==> config.mk <==
export PLATFORM = sky130hd
export DESIGN_NAME = break_match
export DESIGN_NICKNAME = d
export VERILOG_FILES = /design/src/logic/break_match_pkg.sv /design/src/logic/break_match.sv /design/src/logic/cycle_sync.sv /design/src/logic/match_compare.sv
export VERILOG_INCLUDE_DIRS = /design/src /design/src/logic
export SDC_FILE = /design/constraint.sdc
export NUM_CORES = 1
export LEC_CHECK = 0
export BUFFER_PORTS_ARGS = -buffer_cell sky130_fd_sc_hd__buf_2
export CAP_MARGIN = 20
export CORE_AREA = 8 8 148 150
export CTS_BUF_LIST = sky130_fd_sc_hd__clkbuf_16
export DETAILED_ROUTE_END_ITERATION = 7
export DIE_AREA = 0 0 156 158
export REMOVE_ABC_BUFFERS = 1
export SYNTH_ARGS = -nofsm -noshare
export SYNTH_HDL_FRONTEND = slang
export SYNTH_SLANG_ARGS = --single-unit
==> constraint.sdc <==
create_clock -name core_clk -period 3.05 [get_ports core_clk]
set_input_delay 0.4575 -clock core_clk [delete_from_list [all_inputs] [get_ports core_clk]]
set_output_delay 0.4575 -clock core_clk [all_outputs]
set_load 0.05 [all_outputs]
==> src/logic/break_match_map.svh <==
// Offsets, field positions, reset values and encodings of the breakpoint match block
// Notes on behaviour
// - A match drives the external break line or the internal break line by source.
// - External bus cycles always match as if size masking were set.
// - In an external burst only the first address is compared.
// - Direction 00 reads, 01 writes, 10 both; 11 reserved, never matches.
// - Size masking cleared: access size must equal the programmed size.
// - Size masking set: any access overlapping the programmed byte matches.
// - Exact mode needs address and size equal; 00 long, 01 byte, 10 word, 11 three.
// - Size compare applies only while address block mask is 00.
// - Overlap follows byte lanes of programmed A1-A0 against access A1-A0 and size.
// - Break only when the programmed byte is really part of the access.
// - Negative match with a block mask breaks on addresses outside the block.
// - Negative match is ignored when the address block mask is 00.
// - Negative match inverts only the address compare.
// - Mask 00 compares 32 bits; 01 drops 10-0; 10 drops 12-0; 11 drops 14-0.
// - Nine space bits mask function code spaces; bit 8 covers 1xxx.
// - Transfer type cycles: bit 7 masks type 11, bits 6-0 type 00 by modifier.
// - No break while the valid bit is cleared.
// - Bus select cleared uses internal bus; set uses external bus, A1-A0 ignored; with mask 00 the code still lane-checks access A1-A0 there.
// - Ack support set gives a bus error on core breakpoint acknowledge cycles.
// - A separate 32-bit register holds the compare address.
`ifndef BREAK_MATCH_MAP_SVH
`define BREAK_MATCH_MAP_SVH

`define ADDR_BREAK_ADDRESS 4'h0
`define ADDR_BREAK_CONTROL 4'h4

`define CTL_VALID     0
`define CTL_SPACE_LO  1
`define CTL_SPACE_HI  9
`define CTL_MASK_LO   10
`define CTL_MASK_HI   11
`define CTL_NEG       12
`define CTL_SIZE_LO   13
`define CTL_SIZE_HI   14
`define CTL_SIZE_MASK_ENABLE      15
`define CTL_DIR_LO    16
`define CTL_DIR_HI    17
`define CTL_MATCH_BUS_SELECT      18
`define CTL_BAS       19
`define CTL_WRITABLE  32'h000F_FFFF
`define CTL_RESET     32'h0000_0000
`define ADDR_RESET    32'h0000_0000

`define DIR_READ  2'h0
`define DIR_WRITE 2'h1
`define DIR_BOTH  2'h2

`define SIZE_LONG  2'h0
`define SIZE_BYTE  2'h1
`define SIZE_WORD  2'h2
`define SIZE_THREE 2'h3

`define MASK_NONE 2'h0
`define MASK_2K   2'h1
`define MASK_8K   2'h2
`define MASK_32K  2'h3

`define CPU_SPACE_FC 4'h7
`define TT_NORMAL    2'h0
`define TT_ACK       2'h3

`endif

==> src/logic/break_match_pkg.sv <==
// Types shared by the breakpoint match block
package break_match_pkg;
	typedef enum logic [2:0] {
		WB_IDLE  = 3'b001,
		WB_ACK   = 3'b010,
		WB_CLOSE = 3'b100
	} wb_state_t;

	typedef enum logic [1:0] {
		BURST_NONE  = 2'b01,
		BURST_BEATS = 2'b10
	} burst_state_t;
endpackage

==> src/logic/break_match.sv <==
// Breakpoint address match with Wishbone register access
//
// Register access over Wishbone and the register offsets were left to the implementer.
`timescale 1ns/100ps
`include "break_match_map.svh"
module break_match
	import break_match_pkg::*;
(
	input  wire logic        core_clk,
	input  wire logic        nrst,
	input  wire logic        wb_cyc_i,
	input  wire logic        wb_stb_i,
	input  wire logic        wb_we_i,
	input  wire logic [3:0]  wb_adr_i,
	input  wire logic [3:0]  wb_sel_i,
	input  wire logic [31:0] wb_dat_i,
	output logic      [31:0] wb_dat_o,
	output logic             wb_ack_o,
	input  wire logic        imb_cycle,
	input  wire logic [31:0] imb_addr,
	input  wire logic [1:0]  imb_size,
	input  wire logic        imb_write,
	input  wire logic [3:0]  imb_function_code,
	input  wire logic        ext_cycle,
	input  wire logic [31:0] ext_addr,
	input  wire logic [1:0]  ext_size,
	input  wire logic        ext_write,
	input  wire logic        ext_burst,
	input  wire logic [1:0]  ext_transfer_type,
	input  wire logic [2:0]  ext_transfer_modifier,
	output logic             break_signal,
	output logic             external_break_out,
	output logic             bus_error
);
	import break_match_pkg::*;

	logic [31:0]  break_address_reg;
	logic [31:0]  break_address_next;
	logic [31:0]  break_control_reg;
	logic [31:0]  break_control_next;
	wb_state_t    wb_state_reg;
	wb_state_t    wb_state_next;
	logic [31:0]  rdata_reg;
	logic [31:0]  rdata_next;
	logic         ack_reg;
	logic         ack_next;
	burst_state_t burst_reg;
	burst_state_t burst_next;
	logic         int_break_reg;
	logic         int_break_next;
	logic         ext_break_reg;
	logic         ext_break_next;
	logic         berr_reg;
	logic         berr_next;
	logic         ext_cyc_prev_reg;
	logic         ext_cyc_prev_next;

	// External pins cross into core_clk before use
	logic [41:0]  ext_sync;
	logic         ext_cycle_s;
	logic [31:0]  ext_addr_s;
	logic [1:0]   ext_size_s;
	logic         ext_write_s;
	logic         ext_burst_s;
	logic [1:0]   ext_tt_s;
	logic [2:0]   ext_tm_s;

	cycle_sync #(
		.WIDTH(42)
	) u_ext_sync (
		.core_clk (core_clk),
		.nrst     (nrst),
		.async_in ({ext_cycle, ext_addr, ext_size, ext_write, ext_burst, ext_transfer_type,
			ext_transfer_modifier}),
		.sync_out (ext_sync)
	);

	assign {ext_cycle_s, ext_addr_s, ext_size_s, ext_write_s, ext_burst_s, ext_tt_s, ext_tm_s} = ext_sync;

	// Source selection; a word-wide sample is only safe while the pins hold steady
	logic        use_ext;
	logic        src_cycle;
	logic [31:0] src_addr;
	logic [1:0]  src_size;
	logic        src_write;
	logic        hit;
	logic        first_beat;
	logic        ack_cycle;

	assign use_ext = break_control_reg[`CTL_MATCH_BUS_SELECT];

	always_comb begin
		// Bus select picks the watched bus
		if (use_ext) begin
			src_cycle = ext_cycle_s;
			src_addr  = ext_addr_s;
			src_size  = ext_size_s;
			src_write = ext_write_s;
		end else begin
			src_cycle = imb_cycle;
			src_addr  = imb_addr;
			src_size  = imb_size;
			src_write = imb_write;
		end
	end

	match_compare u_cmp (
		.break_address_bits (break_address_reg),
		.ctl                (break_control_reg),
		.ext_cycle          (use_ext),
		.cyc_addr           (src_addr),
		.cyc_size           (src_size),
		.cyc_write          (src_write),
		.function_code      (imb_function_code),
		.transfer_type      (ext_tt_s),
		.transfer_modifier  (ext_tm_s),
		.hit                (hit)
	);

	// Register bus: ack one cycle after the request, then a closing cycle
	always_comb begin
		wb_state_next      = wb_state_reg;
		break_address_next = break_address_reg;
		break_control_next = break_control_reg;
		rdata_next         = rdata_reg;
		ack_next           = 1'b0;
		case (wb_state_reg)
			WB_IDLE: begin
				if (wb_cyc_i && wb_stb_i) begin
					ack_next      = 1'b1;
					wb_state_next = WB_ACK;
					case (wb_adr_i)
						`ADDR_BREAK_ADDRESS: rdata_next = break_address_reg;
						`ADDR_BREAK_CONTROL: rdata_next = break_control_reg;
						default:             rdata_next = 32'h0000_0000;
					endcase
				end
			end
			// Writes land on the edge at which the master sees ack, while it still holds the request
			WB_ACK: begin
				wb_state_next = WB_CLOSE;
				if (wb_cyc_i && wb_stb_i && wb_we_i) begin
					case (wb_adr_i)
						`ADDR_BREAK_ADDRESS: begin
							for (int b = 0; b < 4; b++) begin
								if (wb_sel_i[b])
									break_address_next[b*8 +: 8] = wb_dat_i[b*8 +: 8];
							end
						end
						`ADDR_BREAK_CONTROL: begin
							for (int b = 0; b < 4; b++) begin
								if (wb_sel_i[b])
									break_control_next[b*8 +: 8] = wb_dat_i[b*8 +: 8];
							end
							break_control_next = break_control_next & `CTL_WRITABLE;
						end
						default: wb_state_next = WB_CLOSE;
					endcase
				end
			end
			WB_CLOSE: begin
				if (!(wb_cyc_i && wb_stb_i))
					wb_state_next = WB_IDLE;
			end
			default: wb_state_next = WB_IDLE;
		endcase
	end

	// Match decision and burst tracking
	always_comb begin
		burst_next        = burst_reg;
		ext_cyc_prev_next = ext_cycle_s;
		first_beat        = 1'b1;
		// Only the first beat of an external burst is compared
		case (burst_reg)
			BURST_NONE: begin
				if (ext_cycle_s && ext_burst_s)
					burst_next = BURST_BEATS;
			end
			BURST_BEATS: begin
				first_beat = 1'b0;
				if (!ext_burst_s || !ext_cycle_s)
					burst_next = BURST_NONE;
			end
			default: burst_next = BURST_NONE;
		endcase
		// One external decision per cycle, on its first sampled clock; an internal hit breaks on every clock
		int_break_next = 1'b0;
		ext_break_next = 1'b0;
		if (src_cycle && hit && break_control_reg[`CTL_VALID]) begin
			if (!use_ext) begin
				int_break_next = 1'b1;
			end else if (!ext_cyc_prev_reg && first_beat) begin
				ext_break_next = 1'b1;
			end
		end
		if (!break_control_reg[`CTL_VALID]) begin
			int_break_next = 1'b0;
			ext_break_next = 1'b0;
		end
		// Bus error on core breakpoint acknowledge
		ack_cycle = imb_cycle && imb_function_code == `CPU_SPACE_FC && imb_addr[19:16] == 4'h0;
		berr_next = break_control_reg[`CTL_BAS] && ack_cycle;
	end

	always_ff @(posedge core_clk) begin
		if (!nrst) begin
			wb_state_reg      <= WB_IDLE;
			break_address_reg <= `ADDR_RESET;
			break_control_reg <= `CTL_RESET;
			rdata_reg         <= 32'h0000_0000;
			ack_reg           <= 1'b0;
		end else begin
			wb_state_reg      <= wb_state_next;
			break_address_reg <= break_address_next;
			break_control_reg <= break_control_next;
			rdata_reg         <= rdata_next;
			ack_reg           <= ack_next;
		end
	end

	always_ff @(posedge core_clk) begin
		if (!nrst) begin
			burst_reg         <= BURST_NONE;
			int_break_reg     <= 1'b0;
			ext_break_reg     <= 1'b0;
			berr_reg          <= 1'b0;
			ext_cyc_prev_reg  <= 1'b0;
		end else begin
			burst_reg         <= burst_next;
			int_break_reg     <= int_break_next;
			ext_break_reg     <= ext_break_next;
			berr_reg          <= berr_next;
			ext_cyc_prev_reg  <= ext_cyc_prev_next;
		end
	end

	assign wb_dat_o           = rdata_reg;
	assign wb_ack_o           = ack_reg;
	// Internal line for bus cycles, external line for outside cycles
	assign break_signal       = int_break_reg;
	assign external_break_out = ext_break_reg;
	assign bus_error          = berr_reg;
endmodule

==> src/logic/cycle_sync.sv <==
// Two-flop synchroniser for external bus pins
`timescale 1ns/100ps
module cycle_sync #(
	parameter int WIDTH = 1
) (
	input  wire logic             core_clk,
	input  wire logic             nrst,
	input  wire logic [WIDTH-1:0] async_in,
	output logic      [WIDTH-1:0] sync_out
);
	logic [WIDTH-1:0] meta_reg;
	logic [WIDTH-1:0] meta_next;
	logic [WIDTH-1:0] sync_reg;
	logic [WIDTH-1:0] sync_next;

	always_comb begin
		meta_next = async_in;
		sync_next = meta_reg;
	end

	always_ff @(posedge core_clk) begin
		if (!nrst) begin
			meta_reg <= '0;
			sync_reg <= '0;
		end else begin
			meta_reg <= meta_next;
			sync_reg <= sync_next;
		end
	end

	assign sync_out = sync_reg;
endmodule

==> src/logic/match_compare.sv <==
// Combinational address, size, direction and space compare of one bus cycle
`timescale 1ns/100ps
`include "break_match_map.svh"
module match_compare (
	input  wire logic [31:0] break_address_bits,
	input  wire logic [31:0] ctl,
	input  wire logic        ext_cycle,
	input  wire logic [31:0] cyc_addr,
	input  wire logic [1:0]  cyc_size,
	input  wire logic        cyc_write,
	input  wire logic [3:0]  function_code,
	input  wire logic [1:0]  transfer_type,
	input  wire logic [2:0]  transfer_modifier,
	output logic             hit
);
	// Bytes touched by an access, one bit per lane 0..3 of the long word
	function automatic logic [3:0] lanes(input logic [1:0] a, input logic [1:0] sz);
		logic [2:0] n;
		logic [3:0] m;
		n = (sz == `SIZE_LONG) ? 3'h4 : {1'b0, sz};
		m = 4'h0;
		for (int i = 0; i < 4; i++) begin
			if (3'(i) >= {1'b0, a} && 3'(i) < ({1'b0, a} + n))
				m[i] = 1'b1;
		end
		return m;
	endfunction

	logic [1:0]  amask;
	logic [31:0] keep;
	logic        addr_eq;
	logic        addr_ok;
	logic        size_ok;
	logic        dir_ok;
	logic        space_ok;
	logic [8:0]  space;
	logic [3:0]  acc_lanes;

	always_comb begin
		amask = ctl[`CTL_MASK_HI:`CTL_MASK_LO];
		space = ctl[`CTL_SPACE_HI:`CTL_SPACE_LO];
		case (amask)
			`MASK_2K:  keep = 32'hFFFF_F800;
			`MASK_8K:  keep = 32'hFFFF_E000;
			`MASK_32K: keep = 32'hFFFF_8000;
			default:   keep = 32'hFFFF_FFFF;
		endcase
		// Overlap mode and the external bus leave A1-A0 to the lane check
		if (ext_cycle || ctl[`CTL_SIZE_MASK_ENABLE])
			keep[1:0] = 2'b00;
		acc_lanes = lanes(cyc_addr[1:0], cyc_size);
		addr_eq = ((cyc_addr ^ break_address_bits) & keep) == 32'h0000_0000;
		// Inversion of the address term only
		if (amask != `MASK_NONE && ctl[`CTL_NEG])
			addr_ok = !addr_eq;
		else
			addr_ok = addr_eq;
		if (amask != `MASK_NONE)
			size_ok = 1'b1;
		else if (!ctl[`CTL_SIZE_MASK_ENABLE] && !ext_cycle)
			size_ok = (cyc_size == ctl[`CTL_SIZE_HI:`CTL_SIZE_LO]) &&
				(cyc_addr[1:0] == break_address_bits[1:0]);
		else
			size_ok = acc_lanes[break_address_bits[1:0]];
		// Direction select, reserved code never matches
		case (ctl[`CTL_DIR_HI:`CTL_DIR_LO])
			`DIR_READ:  dir_ok = !cyc_write;
			`DIR_WRITE: dir_ok = cyc_write;
			`DIR_BOTH:  dir_ok = 1'b1;
			default:    dir_ok = 1'b0;
		endcase
		// Space masking by function code or transfer type
		if (ext_cycle) begin
			if (transfer_type == `TT_ACK)
				space_ok = !space[7];
			else if (transfer_type == `TT_NORMAL)
				space_ok = !(transfer_modifier != 3'h7 && space[transfer_modifier]);
			else
				space_ok = 1'b1;
		end else if (function_code[3]) begin
			space_ok = !space[8];
		end else begin
			space_ok = !space[function_code[2:0]];
		end
		hit = addr_ok && size_ok && dir_ok && space_ok;
	end
endmodule
==> results of run 1 <==
[synth_stat cells, types with 4 or more instances]
master / n
nor2_1: 84
o21ai_0: 22
nand2_1: 30
nor4_1: 6
a21oi_1: 5
dfxtp_1: 178
xnor2_1: 26
mux2_2: 5
xor2_1: 11
nor3_1: 4
a22oi_1: 32
clkbuf_1: 27
and2_1: 86
mux2i_1: 85
[kinds of logic after synthesis]
kind of cell    Yosys count
compound gates           69
buf+inv                  37
xor+xnor                 37
mux                      93
flops                   178
fa+ha+maj                 2
simple gates            232
[worst max path at each step]
stage,start,to,slack [ns],cells past startpoint
6_report,break_control_reg[18],external_break_out,0.27,8
5_1_grt,break_control_reg[18],external_break_out,0.006,8
4_1_cts,break_control_reg[18],external_break_out,0.26,8
3_5_place_dp,imb_addr[0],external_break_out,0.16,11
3_3_place_gp,imb_addr[0],external_break_out,0.24,11
2_1_floorplan,break_control_reg[18],external_break_out,-0.72,10
[layout by cell type (no fill, tap or decap), types with 17 or more instances in the layout]
cell,instances
dfxtp_1,177
xnor2_1,26
a22oi_1,32
o21ai_0,22
clkbuf_16,17
mux2i_1,85
and2_1,86
nand2_1,30
buf_2,162
nor2_1,84
[per-layer routing]
layer / part of all wire [%] / track usage (%)
met1: 47 / 18.56
met5: 0.056 / 0
met4: 0.74 / 3.882
met3: 6.2 / 4.341
met2: 46 / 23.61
[final cells by class]
| class | instances | area share, % |
|---|---|---|
| well taps | 270 | 4.017 |
| clock buffers | 17 | 5.058 |
| flip-flops and latches | 178 | 42.38 |
| repair buffers | 180 | 11.69 |
| clock inverters | 15 | 1.294 |
| diodes | 2 | 0.05951 |
| multi-input cells | 433 | 35.32 |
| inverters | 4 | 0.1785 |
[worst reg2reg max path, stage by stage (launching register included)]
cell and delay (ns):
dfxtp_2 0.44, mux2_2 0.39, ha_1 0.20, fa_1 0.38, xnor2_1 0.24, nor2_1 0.06
a2111oi_0 0.41, o2111ai_1 0.24, a2111oi_2 0.33
[where the power goes]
part | total (mW) | switching (mW) | internal [mW]
Sequential | 2.39 | 0.0133 | 2.38
Clock | 2.00 | 0.952 | 1.05
Combinational | 0.256 | 0.130 | 0.126
Total | 4.65 | 1.10 | 3.55
[stage by stage]
stage	TNS (ns)	area, um2	hold slack (ns)	utilization, %	instances
after floorplan	-1.251	6549	0.4118	-	615
after global placement	0	7871	0.4154	39.93	1065
after detailed placement	0	7871	0.4181	39.93	1065
after CTS	0	8406	0.2188	42.64	1097
after global routing	0	8406	0.2221	42.64	1097
final	0	8411	0.2405	42.66	1099
==> metrics.txt, run 1 <==
outcome=completed; Reg2Reg Depth=8; Clock Tree Root=clkbuf_16; final setup margin=0.2708 ns; remaining antenna violation count=0; area leader, netlist=dfxtp_1; Worst Path Buf+Inv=0; post-synthesis mux area share=14.52%; I/O Buffers=162; DPL Wire Length=13120 um; Synth Flop Type=dfxtp_1; RSZ-0062 raised after global routing=no; die footprint=0.02465 mm2; GRT Total Usage=14.58%; period utilisation layout=91.12%; nets=943; initial antenna violation count=1; initial DRC count=212; Mapped Avg Cell Area=10.36 um2; largest net degree at the start of global routing=88; synthesis-stage register bit count=178; Worst Path Required=3.37 ns; TritonCTS clock tree=done; PD cells=552.6 mW/mm2; Synth Area in Simple Gates=17.52%; Synth Area in Adders=0.4847%; H-tree levels=4; setup bufs post-CTS=0; area of the multi-input gates=0.002970 mm2; number of global-route vias before repair=5014; reg2reg setup slack=0.27 ns; hold depth=2; synthesized area=0.006711 mm2; total gr overflow=0; routed len/inst=16.25 um; worst hold path class=input port to flop; Final Max Slew Viols=0; sequential area share after synthesis=53.09%; Max rail drop VDD=0.3331 mV; CTS hold repair buffers=0; global-route wire length before repair=27410 um; Place WS=0.1553 ns; critical hold path startpoint=ext_addr[21]; Rows=52; final hold viol count=0; core box area=0.01971 mm2; total routed wirelength=17860 um; clock skew=0.008844 ns; final RePlAce weighted congestion=0.7949; Skew-Pair Late Insertion Delay=0.42 ns; most area-consuming cells after synthesis=dfxtp_1 53%, mux2i_1 13%, and2_1 8.0%; Post-synth ARST share=0%; synthesized netlist cell count=648; Yosys cell types=43; First-pass DRT Iterations=4; xor/xnor share of the synthesized area=4.828%; Achievable Freq=359.8 MHz; post-synthesis compound-gate area fraction=6.898%; critical path capture point type=flop; Post-synth EDFFs=0; via/cell ratio=4.554; Pleak=3.295 nW; register area=0.003565 mm2; share of layout cells above drive strength 1=26.96%; Resize count post-CTS=0; Vias=5005; number of synthesis warnings=0; measured slew at the worst slew-check pin=0.6388 ns; Startpoint Class=flop; FF-to-FF End=external_break_out; Max-Cap Viols=0; delay-heaviest family, CP=compound AO/OA/AOI/OAI gates; area delta synth->final=25.32%; Slowest-stage cell, CP=dfxtp_2; Tmin final=2.779 ns; largest family of logic cells by synthesized area=simple AND/OR/NAND/NOR gates; DRC viols=0; Worst Path Arrival=3.10 ns; Clock Pin Slew Worst Setup and Hold Paths=0.07 ns; Synth top area share=53.09%; Pwr Total=4.647 mW; max incr delay on CP=0.44 ns; CTS buffer count=17; final setup fails=0; Crit Reg-Reg Startpoint=break_control_reg[18]; number of fill cells=1968; Initial Utilization=34.04%; Clock Sinks=178; Hold Path Sink=u_ext_sync.meta_reg[30]; Die Span Y=158 um; Max-slew headroom=56.81%; Crit Path Class=flop to flop; Die Width=156 um; CP cell instances=mux2_2 > ha_1 > fa_1 > xnor2_1 > nor2_1 > a2111oi_0 > o2111ai_1 > a2111oi_2; CTS max path bufs=2; CP Max Fanout=9; Top Ports=163
(Power assumes the default switching activity.)
==> run 2: changes to the inputs <==
- CORE_AREA: 8 8 148 150 -> 8 8 136 163
- DIE_AREA: 0 0 156 158 -> 0 0 144 171
==> metrics.txt, run 2 (synthesis results as in run 1) <==
outcome=completed; I/O Buffers=162; TritonCTS clock tree=done; Area after DPL=0.007843 mm2; worst hold path class=input port to flop; Placed Cells incl. Taps=1057; total routed wirelength=17970 um; Die Width=144 um; Die Span Y=171 um; Clk pwr share=45.8%; most frequent cells in the layout=177 x dfxtp_1, 162 x buf_2, 86 x and2_1; Fin Setup TNS=0 ns; Crit Path Class=flop to flop; total gr overflow=0; Achievable Freq=369.8 MHz; most common cell after layout, fill and taps aside=dfxtp_1; reg2reg setup slack=0.35 ns; CTS hold repair buffers=0; CTS buffer count=17; Clock Pin Slew Worst Setup and Hold Paths=0.07 ns; Worst setup endpoint=external_break_out; GRT Total Usage=14.99%; via/cell ratio=4.590; Vias=5012; Max-Cap Viols=0; initial DRC count=273; P_int=3.800 mW; Crit Reg-Reg Startpoint=break_control_reg[18]; measured slew at the worst slew-check pin=0.5692 ns; die footprint=0.02462 mm2; Clock Sinks=178; Reg2Reg Depth=10; DRC viols=0; CTS max path bufs=2; period utilisation layout=88.66%; Startpoint Class=flop; Worst Path Arrival=3.02 ns; core box area=0.01941 mm2; hold depth=2; largest net degree at the start of global routing=71; Top Ports=163; WHS=0.2399 ns; RSZ-0062 raised after global routing=no; Sw Ratio=21.96%; remaining antenna violation count=0; clock skew=0.01206 ns; fin area=0.008458 mm2; routed len/inst=16.46 um; PD cells=575.7 mW/mm2; nets=944; sw power=1.069 mW; Worst Setup SP=break_control_reg[18]; Final Max Slew Viols=0; initial antenna violation count=4; number of global-route vias before repair=5176; H-tree levels=4; Max rail drop VDD=0.3909 mV; CP Max Fanout=7; area delta synth->final=26.03%; First-pass DRT Iterations=5; share of layout cells above drive strength 1=27.05%; Max-slew headroom=61.70%; critical path capture point type=flop; Worst Path Required=3.36 ns; setup bufs post-CTS=0; Tmin final=2.704 ns; DPL Wire Length=13290 um; Rows=56; Skew-Pair Late Insertion Delay=0.42 ns; global-route wire length before repair=27890 um; final setup fails=0; Sequential Power Share=49.1%; Initial Utilization=34.58%; final hold viol count=0; final RePlAce weighted congestion=0.7850; Resize count post-CTS=0; FF-to-FF End=external_break_out; Comb power frac=5.1%; Clock Tree Root=clkbuf_16; final std cells w/o fill=1092; Pleak=3.324 nW
-- run 2: changes by cell type in the layout (fill, tap and decap cells not counted), sizes merged --
cell | before | now
bufinv | 0 | 3
inv | 10 | 8
buf | 180 | 181
clkinv | 4 | 3
diode | 2 | 3
-- run 2: final cells by class --
cell class	count	area (um2)
fillers	1959	10950
flip-flops and latches	178	3565
multi-input cells	433	2970
repair buffers	181	965.9
clock buffers	17	425.4
well taps	261	326.6
clock inverters	15	182.7
inverters	4	15.01
diodes	3	7.507
-- run 2: worst min path at each step --
stage / from / end / slack [ns]
floorplan: u_ext_sync.meta_reg[0] / u_ext_sync.sync_out[0] / 0.41
global placement: u_ext_sync.meta_reg[38] / u_ext_sync.sync_out[38] / 0.41
detailed placement: u_ext_sync.meta_reg[30] / u_ext_sync.sync_out[30] / 0.42
CTS: ext_addr[22] / u_ext_sync.meta_reg[31] / 0.22
global route: ext_addr[22] / u_ext_sync.meta_reg[31] / 0.22
finish: ext_addr[22] / u_ext_sync.meta_reg[31] / 0.24
-- run 2: worst max-delay path, stage by stage (launching register included) --
cell and delay [ns]:
dfxtp_2 0.37, buf_4 0.18, a21oi_1 0.18, inv_1 0.07, ha_1 0.21, fa_1 0.37
xnor2_1 0.20, nor2_1 0.06, a2111oi_0 0.42, o2111ai_1 0.23, a2111oi_2 0.31
-- run 2: through the flow --
stage               total power [mW]  utilization (%)  setup slack, ns
finish                         4.869            43.58           0.3458
global route                   5.068            43.57          0.04826
CTS                            4.934            43.54           0.3273
detailed placement             2.698            40.41           0.2053
global placement               2.697            40.41           0.2476
floorplan                      2.551                -          -0.7204
-- run 2: power by group through the flow --
stage	clock [mW]	combinational, mW	sequential [mW]
2_1_floorplan	0	0.109	2.44
3_3_place_gp	0	0.253	2.44
3_5_place_dp	0	0.254	2.44
4_1_cts	2.29	0.255	2.39
5_1_grt	2.39	0.279	2.40
6_report	2.23	0.249	2.39
-- run 2: routing by layer --
metal / global-route usage, % / share of wire [%] / vias up
li1: - / - / 2545
met1: 17.96 / 43 / 2320
met2: 24.80 / 48 / 128
met3: 5.354 / 7.2 / 15
met4: 4.169 / 0.98 / 4
met5: 0 / 0.13 / -
